### config.mk
export PLATFORM = sky130hd
export DESIGN_NAME = lpt_panel_timing
export DESIGN_NICKNAME = d
export VERILOG_FILES = /design/src/rtl/lpt_pkg.sv /design/src/rtl/lpt_panel_timing.sv /design/src/rtl/lpt_timing_gen.sv
export SDC_FILE = /design/constraint.sdc
export NUM_CORES = 1
export LEC_CHECK = 0
export BUFFER_PORTS_ARGS = -buffer_cell sky130_fd_sc_hd__buf_2
export CORE_MARGIN = 1
export CORE_UTILIZATION = 60
export CTS_BUF_LIST = sky130_fd_sc_hd__clkbuf_4 sky130_fd_sc_hd__clkbuf_8 sky130_fd_sc_hd__clkbuf_16
export DETAILED_ROUTE_END_ITERATION = 10
export GPL_ROUTABILITY_DRIVEN = 0
export PLACE_DENSITY = 0.94
export SLEW_MARGIN = 20
export SYNTH_ARGS = -nofsm -noshare
export SYNTH_HDL_FRONTEND = slang
export SYNTH_SLANG_ARGS = --single-unit
### constraint.sdc
create_clock -name clk_i -period 4.9 [get_ports clk_i]
set_input_delay 0.49 -clock clk_i [delete_from_list [all_inputs] [get_ports clk_i]]
set_output_delay 0.49 -clock clk_i [all_outputs]
set_load 0.05 [all_outputs]
### src/rtl/lpt_pkg.sv
package lpt_pkg;

  // Register indices; byte address is the index shifted left by two
  localparam logic [7:0] IDX_PANEL_MODE = 8'h01;
  localparam logic [7:0] IDX_POWER_MODE = 8'h03;
  localparam logic [7:0] IDX_HSIZE      = 8'h04;
  localparam logic [7:0] IDX_VSIZE_LO   = 8'h05;
  localparam logic [7:0] IDX_VSIZE_HI   = 8'h06;
  localparam logic [7:0] IDX_LSYNC_POS  = 8'h07;
  localparam logic [7:0] IDX_HBLANK     = 8'h08;
  localparam logic [7:0] IDX_FSYNC_POS  = 8'h09;
  localparam logic [7:0] IDX_VBLANK     = 8'h0a;
  localparam logic [7:0] IDX_IRQ_STATUS = 8'h20;
  localparam logic [7:0] IDX_IRQ_CLEAR  = 8'h21;
  localparam logic [7:0] IDX_IRQ_ENABLE = 8'h22;
  localparam int         ADDR_W         = 12;
  localparam int         IDX_LSB        = 2;

  // Field positions
  localparam int TFT_BIT     = 7;
  localparam int VB_STAT_BIT = 7;

  // Power save codes
  localparam logic [1:0] PS_SLEEP  = 2'h0;
  localparam logic [1:0] PS_NORMAL = 2'h3;

  // Timing arithmetic
  localparam int GROUP_PIX   = 8;
  localparam int LSYNC_BIAS  = 2;
  localparam int HBLANK_BIAS = 4;
  localparam int CNT_W       = 11;

  // Interrupt bits
  localparam int IRQ_W        = 2;
  localparam int IRQ_VB_START = 0;
  localparam int IRQ_VB_END   = 1;

  typedef struct packed {
    logic       tft;
    logic       sleep;
    logic [6:0] hsize;
    logic [9:0] vsize;
    logic [4:0] lsync_pos;
    logic [4:0] hblank;
    logic [5:0] fsync_pos;
    logic [5:0] vblank;
  } lpt_cfg_t;

  typedef struct packed {
    logic line_sync;
    logic frame_sync;
    logic display_active;
    logic vblank;
  } lpt_sync_t;

  typedef struct packed {
    logic vb_end;
    logic vb_start;
  } lpt_evt_t;

  typedef enum logic [1:0] {
    LPT_APB_IDLE = 2'h1,
    LPT_APB_DONE = 2'h2
  } lpt_apb_state_t;

endpackage : lpt_pkg

### src/rtl/lpt_panel_timing.sv
`timescale 1ns/10ps
`default_nettype none

module lpt_panel_timing #(
  parameter int LSYNC_PIX = 8
) (
  input  wire logic                       clk_i,
  input  wire logic                       rst_n_i,
  input  wire logic                       psel_i,
  input  wire logic                       penable_i,
  input  wire logic                       pwrite_i,
  input  wire logic [lpt_pkg::ADDR_W-1:0] paddr_i,
  input  wire logic [31:0]                pwdata_i,
  output logic      [31:0]                prdata_o,
  output logic                            pready_o,
  output logic                            pslverr_o,
  output logic                            line_sync_o,
  output logic                            frame_sync_o,
  output logic                            panel_data_enable_o,
  output logic                            irq_o
);

  lpt_pkg::lpt_cfg_t      cfg;
  lpt_pkg::lpt_sync_t     sync;
  lpt_pkg::lpt_evt_t      evt;
  lpt_pkg::lpt_apb_state_t state;
  lpt_pkg::lpt_apb_state_t next_state;
  logic [lpt_pkg::IRQ_W-1:0] irq_status;
  logic [lpt_pkg::IRQ_W-1:0] irq_enable;
  logic [lpt_pkg::IRQ_W-1:0] next_status;
  logic [31:0]             next_rdata;
  logic                    next_err;

  // Decode
  wire [7:0] idx      = 8'(paddr_i >> lpt_pkg::IDX_LSB);
  wire       aligned  = (paddr_i[lpt_pkg::IDX_LSB-1:0] == '0);
  // Upper bits must be zero, else high addresses would alias registers
  wire       in_range = (paddr_i[lpt_pkg::ADDR_W-1:lpt_pkg::IDX_LSB+8] == '0);
  wire       setup    = psel_i && !penable_i;
  wire       commit   = psel_i && penable_i && pready_o;
  wire       wr       = commit && pwrite_i && !pslverr_o;
  wire [7:0] wd       = pwdata_i[7:0];
  wire       hit_mode = (idx == lpt_pkg::IDX_PANEL_MODE);
  wire       hit_pwr  = (idx == lpt_pkg::IDX_POWER_MODE);
  wire       hit_hs   = (idx == lpt_pkg::IDX_HSIZE);
  wire       hit_vlo  = (idx == lpt_pkg::IDX_VSIZE_LO);
  wire       hit_vhi  = (idx == lpt_pkg::IDX_VSIZE_HI);
  wire       hit_ls   = (idx == lpt_pkg::IDX_LSYNC_POS);
  wire       hit_hb   = (idx == lpt_pkg::IDX_HBLANK);
  wire       hit_fs   = (idx == lpt_pkg::IDX_FSYNC_POS);
  wire       hit_vb   = (idx == lpt_pkg::IDX_VBLANK);
  wire       hit_ist  = (idx == lpt_pkg::IDX_IRQ_STATUS);
  wire       hit_icl  = (idx == lpt_pkg::IDX_IRQ_CLEAR);
  wire       hit_ien  = (idx == lpt_pkg::IDX_IRQ_ENABLE);
  wire       hit_any  = aligned && in_range
                        && (hit_mode || hit_pwr || hit_hs || hit_vlo || hit_vhi
                        || hit_ls || hit_hb || hit_fs || hit_vb || hit_ist
                        || hit_icl || hit_ien);

  // Read mux; narrow registers sit in the low byte
  wire [7:0] rd_mode = {cfg.tft, 7'h00};
  wire [7:0] rd_pwr  = {6'h00, cfg.sleep ? lpt_pkg::PS_SLEEP : lpt_pkg::PS_NORMAL};
  wire [7:0] rd_vb   = {sync.vblank, 1'b0, cfg.vblank};
  wire [7:0] rd_ist  = 8'(irq_status);
  wire [7:0] rd_ien  = 8'(irq_enable);

  always_comb
  begin
    next_rdata = 32'h0000_0000;
    next_err   = !hit_any;
    if (hit_any && !pwrite_i)
    begin
      case (1'b1)
        hit_mode: next_rdata = {24'h00_0000, rd_mode};
        hit_pwr:  next_rdata = {24'h00_0000, rd_pwr};
        hit_hs:   next_rdata = {25'h000_0000, cfg.hsize};
        hit_vlo:  next_rdata = {24'h00_0000, cfg.vsize[7:0]};
        hit_vhi:  next_rdata = {30'h0000_0000, cfg.vsize[9:8]};
        hit_ls:   next_rdata = {27'h000_0000, cfg.lsync_pos};
        hit_hb:   next_rdata = {27'h000_0000, cfg.hblank};
        hit_fs:   next_rdata = {26'h000_0000, cfg.fsync_pos};
        hit_vb:   next_rdata = {24'h00_0000, rd_vb};
        hit_ist:  next_rdata = {24'h00_0000, rd_ist};
        hit_ien:  next_rdata = {24'h00_0000, rd_ien};
        default:  next_rdata = 32'h0000_0000;
      endcase
    end
  end

  // One wait-free answer: data is latched in setup, pready rises for access
  always_comb
  begin
    next_state = state;
    case (state)
      lpt_pkg::LPT_APB_IDLE: next_state = setup ? lpt_pkg::LPT_APB_DONE : lpt_pkg::LPT_APB_IDLE;
      lpt_pkg::LPT_APB_DONE: next_state = commit ? lpt_pkg::LPT_APB_IDLE : lpt_pkg::LPT_APB_DONE;
      default:               next_state = lpt_pkg::LPT_APB_IDLE;
    endcase
  end

  always_ff @(posedge clk_i)
  begin
    if (!rst_n_i)
    begin
      state     <= lpt_pkg::LPT_APB_IDLE;
      pready_o  <= 1'b0;
      pslverr_o <= 1'b0;
      prdata_o  <= 32'h0000_0000;
    end
    else
    begin
      state    <= next_state;
      pready_o <= (next_state == lpt_pkg::LPT_APB_DONE);
      if (setup)
      begin
        prdata_o  <= next_rdata;
        pslverr_o <= next_err;
      end
      else if (commit)
      begin
        pslverr_o <= 1'b0;
      end
    end
  end

  // Geometry and mode registers
  always_ff @(posedge clk_i)
  begin
    if (!rst_n_i)
    begin
      cfg <= '{tft: 1'b0, sleep: 1'b1, default: '0};
    end
    else if (wr)
    begin
      if (hit_mode)
        cfg.tft <= wd[lpt_pkg::TFT_BIT];
      if (hit_pwr && (wd[1:0] == lpt_pkg::PS_SLEEP))
        cfg.sleep <= 1'b1;
      if (hit_pwr && (wd[1:0] == lpt_pkg::PS_NORMAL))
        cfg.sleep <= 1'b0;
      if (hit_hs)
        cfg.hsize <= wd[6:0];
      if (hit_vlo)
        cfg.vsize[7:0] <= wd;
      if (hit_vhi)
        cfg.vsize[9:8] <= wd[1:0];
      if (hit_ls)
        cfg.lsync_pos <= wd[4:0];
      if (hit_hb)
        cfg.hblank <= wd[4:0];
      if (hit_fs)
        cfg.fsync_pos <= wd[5:0];
      // vertical blank; status bit ignores writes
      if (hit_vb)
        cfg.vblank <= wd[5:0];
    end
  end

  lpt_timing_gen #(
    .LSYNC_PIX (LSYNC_PIX)
  ) u_gen (
    .clk_i   (clk_i),
    .rst_n_i (rst_n_i),
    .cfg_i   (cfg),
    .sync_o  (sync),
    .evt_o   (evt)
  );

  // Sticky events; a new event beats a clear in the same cycle
  wire [lpt_pkg::IRQ_W-1:0] evt_bits = {evt.vb_end, evt.vb_start};
  wire [lpt_pkg::IRQ_W-1:0] clr_bits = (wr && hit_icl) ? wd[lpt_pkg::IRQ_W-1:0] : '0;

  assign next_status = (irq_status & ~clr_bits) | evt_bits;

  always_ff @(posedge clk_i)
  begin
    if (!rst_n_i)
    begin
      irq_status <= '0;
      irq_enable <= '0;
      irq_o      <= 1'b0;
    end
    else
    begin
      irq_status <= next_status;
      if (wr && hit_ien)
        irq_enable <= wd[lpt_pkg::IRQ_W-1:0];
      irq_o <= |(irq_status & irq_enable);
    end
  end

  // Panel pins come straight from the generator flops
  assign line_sync_o         = sync.line_sync;
  assign frame_sync_o        = sync.frame_sync;
  assign panel_data_enable_o = sync.display_active;

endmodule : lpt_panel_timing

`default_nettype wire

### src/rtl/lpt_timing_gen.sv
`timescale 1ns/10ps
`default_nettype none

module lpt_timing_gen #(
  parameter int LSYNC_PIX = 8
) (
  input  wire logic              clk_i,
  input  wire logic              rst_n_i,
  input  wire lpt_pkg::lpt_cfg_t cfg_i,
  output lpt_pkg::lpt_sync_t     sync_o,
  output lpt_pkg::lpt_evt_t      evt_o
);

  localparam int W = lpt_pkg::CNT_W;

  logic [W-1:0]       h_cnt;
  logic [W-1:0]       v_cnt;
  logic [W-1:0]       next_h;
  logic [W-1:0]       next_v;
  lpt_pkg::lpt_sync_t next_sync;

  wire [W-1:0] h_disp = W'((32'(cfg_i.hsize) + 1) * lpt_pkg::GROUP_PIX);
  wire [W-1:0] h_blank = W'((32'(cfg_i.hblank) + lpt_pkg::HBLANK_BIAS) * lpt_pkg::GROUP_PIX);
  wire [W-1:0] h_total = W'(h_disp + h_blank);
  wire [W-1:0] ls_tft = W'((32'(cfg_i.lsync_pos) + lpt_pkg::LSYNC_BIAS) * lpt_pkg::GROUP_PIX);
  wire [W-1:0] ls_start = cfg_i.tft ? W'(h_disp + ls_tft) : h_disp;
  wire [W-1:0] ls_end   = W'(ls_start + W'(LSYNC_PIX));
  wire [W-1:0] v_last = W'(cfg_i.vsize);
  wire [W-1:0] v_total = W'(32'(cfg_i.vsize) + 1 + 32'(cfg_i.vblank));
  wire [W-1:0] fs_line = cfg_i.tft ? W'(v_last + W'(cfg_i.fsync_pos)) : W'(v_last + 1);
  wire         h_wrap  = (h_cnt == W'(h_total - 1));
  wire         v_wrap  = (v_cnt == W'(v_total - 1));
  wire         in_vb   = (v_cnt > v_last);

  assign next_h = h_wrap ? '0 : W'(h_cnt + 1);
  assign next_v = !h_wrap ? v_cnt : (v_wrap ? '0 : W'(v_cnt + 1));

  assign next_sync.line_sync      = (h_cnt >= ls_start) && (h_cnt < ls_end);
  assign next_sync.frame_sync     = (v_cnt == fs_line) && in_vb;
  assign next_sync.display_active = (h_cnt < h_disp) && !in_vb;
  assign next_sync.vblank         = in_vb;

  // Power save parks counters so the panel sees a quiet bus
  always_ff @(posedge clk_i)
  begin
    if (!rst_n_i || cfg_i.sleep)
    begin
      h_cnt  <= '0;
      v_cnt  <= '0;
      sync_o <= '0;
      evt_o  <= '0;
    end
    else
    begin
      h_cnt           <= next_h;
      v_cnt           <= next_v;
      sync_o          <= next_sync;
      evt_o.vb_start  <= next_sync.vblank && !sync_o.vblank;
      evt_o.vb_end    <= !next_sync.vblank && sync_o.vblank;
    end
  end

endmodule : lpt_timing_gen

`default_nettype wire

==> qor.yml <==
status: "finished, violations left"
violations: "DRC"
yosysUniqueCellTypes: 69
die_x_microns: 112
power_frac_comb_pct: 6.8
rsz0062_at_grt: "false"
synthCells: 891
end_kind: "register"
ys_async_sr_fraction_pct: 0
clkPwrFrac_pct: 49.5
worst-r2r-setup-slack_ns: 0.66
synth-edff-count: 0
postSynthAreaPerCell_sq_um: 8.13
drtPass1Iterations: 9
dp_cells: 1039
drv_cap: 0
r2r-start: "cfg[32]"
min_to: "cfg[28]"
postCtsResizedCells: 0
antenna_left: 0
min_from: "pwdata_i[6]"
skew_ns: 0.0111
setup_viol: 0
slew_headroom_pct: 40.1
antenna_cells_inserted: 0
synth_flop_cell: "dfxtp_1"
reg2reg_depth: 14
hp-class: "in2reg"
htreeDepth: 3
worst_pin_slew_ns: 0.895
period_share_pct: 86.4
dieArea_sq_um: 12500
grt.total_usage_pct: 30.6
routed_via_density: 6.18
switching_share_pct: 26.0
p_leak_uw: 0.00308
vias: 6516
overflow: 0
hold_depth: 3
area_growth_pct: 6.44
routedWlPerCell_microns: 17.5
start_kind: "register"
antenna_found_initial: 0
path_class: "reg2reg"
grt_pass1_vias: 6383
ys_seq_area_share_pct: 23.8
p_int_uw: 1190
setup_tns_ns: 0
crit_fanout: 12
seqPwrFrac_pct: 43.8
hold_viol: 0
insertion_delay_ns: 0.36
required_ns: 5.12
ys_ff_latch: 86
yosys_warnings: 0
r2r_end: "u_gen.v_cnt[0]"
cts_tree: "built"
wl_mm: 18.4
max_freq_ghz: 0.236
nets: 1038
clockBufferDepth: 2
grt_first_pass_wirelength_mm: 30.7
post_cts_buffers: 0
portBuffers: 38
num_rows: 39
initial_core_util_pct: 62.4
drive_above_1_share_pct: 7.46
io-pin-count: 87
clkTransAtPathRegs_ns: 0.07
core_area_sq_um: 11600
drtIter0Drc: 594
power_density_nw_per_um2: 208
irDropWorstVdd_v: 0.000208
root_buffer: "clkbuf_16"
dieHeight_microns: 112
cts_buffers: 9
cts_num_sinks: 86
min_period_ns: 4.24
final_cells: 1055
ctsHoldBuffers: 0
hpwl_mm: 13.2
drv_slew: 0
syn_area_sq_um: 7240
drc_errors: 4
p_switching_uw: 417
grt_max_degree: 60
arrival_ns: 4.46
==> metal layers <==
layer / wire length [microns] / track usage [%]
met5: 0 / 0
met4: 797 / 14.8
met3: 1390 / 7.35
met2: 8360 / 49.4
met1: 7860 / 38.3
==> worst max-delay path, cell delays in order (launching register included) <==
cell     delay, ns
dfxtp_1       0.55
ha_1          0.34
xor2_1        0.23
inv_1         0.12
ha_1          0.31
inv_1         0.07
fa_1          0.46
a21o_1        0.19
a211o_1       0.28
a21oi_1       0.20
xnor3_1       0.24
nor4b_4       0.42
inv_1         0.18
nand2_1       0.38
mux2i_1       0.13
==> power groups by stage <==
| stage | sequential (uW) | clock [uW] | combinational [uW] |
|---|---|---|---|
| final | 702 | 794 | 108 |
| after global routing | 702 | 827 | 115 |
| after CTS | 702 | 794 | 106 |
| after detailed placement | 719 | 0 | 106 |
| after global placement | 719 | 0 | 105 |
| after floorplan | 721 | 0 | 93.6 |
==> per-stage QoR <==
| stage | utilization [%] | power, uW | instance area, sq um | hold slack (ns) | setup WS [ns] |
|---|---|---|---|---|---|
| 3_3_place_gp | 63.5 | 823 | 7370 | 0.441 | 0.818 |
| 5_1_grt | 66.4 | 1640 | 7710 | 0.410 | 0.279 |
| 2_1_floorplan | - | 815 | 7330 | 0.415 | 1.28 |
| 4_1_cts | 66.4 | 1600 | 7710 | 0.411 | 0.682 |
| 3_5_place_dp | 63.5 | 824 | 7370 | 0.446 | 0.736 |
| 6_report | 66.4 | 1600 | 7710 | 0.407 | 0.665 |
==> cells in the mapped netlist (14+ instances only) <==
master | instances | share of area [%]
dfxtp_1 | 86 | 24
ha_1 | 78 | 13
inv_1 | 68 | 3.5
nand2_1 | 67 | 3.5
xnor2_1 | 61 | 7.4
nor2_1 | 56 | 2.9
nand3_1 | 48 | 3.3
nor2b_1 | 48 | 4.1
a21oi_1 | 43 | 3.0
mux2i_1 | 40 | 5.5
xor2_1 | 28 | 3.4
o21ai_0 | 27 | 1.9
clkbuf_1 | 25 | 1.3
buf_4 | 24 | 2.5
a21boi_0 | 20 | 2.1
nor3_1 | 14 | 0.97
o21a_1 | 14 | 1.5
==> registers in the layout (all words and copies together) (netlist names), 2 cells and up <==
register      cells
cfg              41
u_gen.h_cnt      11
u_gen.v_cnt      11
prdata_o          8
u_gen.sync_o      4
irq_enable        2
irq_status        2
state             2
u_gen.evt_o       2
==> final cells by class <==
cell class                      instances  area, sq um
Clock inverter                          7          111
Clock buffer                            9          225
Tap cell                              143          179
Multi-Input combinational cell        701         5010
Sequential cell                        86         1720
Timing Repair Buffer                   40          205
Fill cell                             884         3910
Inverter                               69          259
==> logic make-up after synthesis <==
group           Yosys count  synth area share, %
mux                      40                 5.53
compound gates          166                 15.0
buf+inv                 127                 8.28
fa+ha+maj                82                 14.6
xor+xnor                 91                 11.3
simple gates            298                 21.5
flops                    86                 23.8
other cells               1               0.0518
==> layout by cell type, fill, tap and decap left out, types with 9 or more instances in the layout <==
| cell type | Yosys | final |
|---|---|---|
| conb_1 | 1 | 24 |
| o21a_1 | 14 | 14 |
| clkbuf_16 | 0 | 9 |
| a22oi_1 | 10 | 10 |
| o21ai_0 | 27 | 27 |
| xnor2_1 | 61 | 61 |
| nand2b_1 | 10 | 10 |
| a21boi_0 | 20 | 20 |
| o22ai_1 | 13 | 13 |
| mux2i_1 | 40 | 40 |
| ha_1 | 78 | 78 |
| nand3_1 | 48 | 48 |
| dfxtp_1 | 86 | 86 |
| a21oi_1 | 43 | 43 |
| inv_1 | 68 | 68 |
| xor2_1 | 28 | 28 |
| nor3_1 | 14 | 14 |
| buf_2 | 1 | 38 |
| nor2_1 | 56 | 56 |
| nand2_1 | 67 | 67 |
| nand4_1 | 10 | 10 |
| nor2b_1 | 48 | 48 |
==> how the worst max path moves through the flow <==
| stage | from | end | slack (ns) | cells after the start |
|---|---|---|---|---|
| final | cfg[32] | u_gen.v_cnt[0] | 0.66 | 14 |
| after global routing | cfg[32] | u_gen.v_cnt[1] | 0.28 | 14 |
| after CTS | cfg[32] | u_gen.v_cnt[7] | 0.68 | 14 |
| after detailed placement | cfg[32] | u_gen.v_cnt[0] | 0.74 | 14 |
| after global placement | cfg[32] | u_gen.v_cnt[7] | 0.82 | 14 |
| after floorplan | cfg[32] | u_gen.v_cnt[8] | 1.28 | 14 |
(Power assumes the default switching activity.)
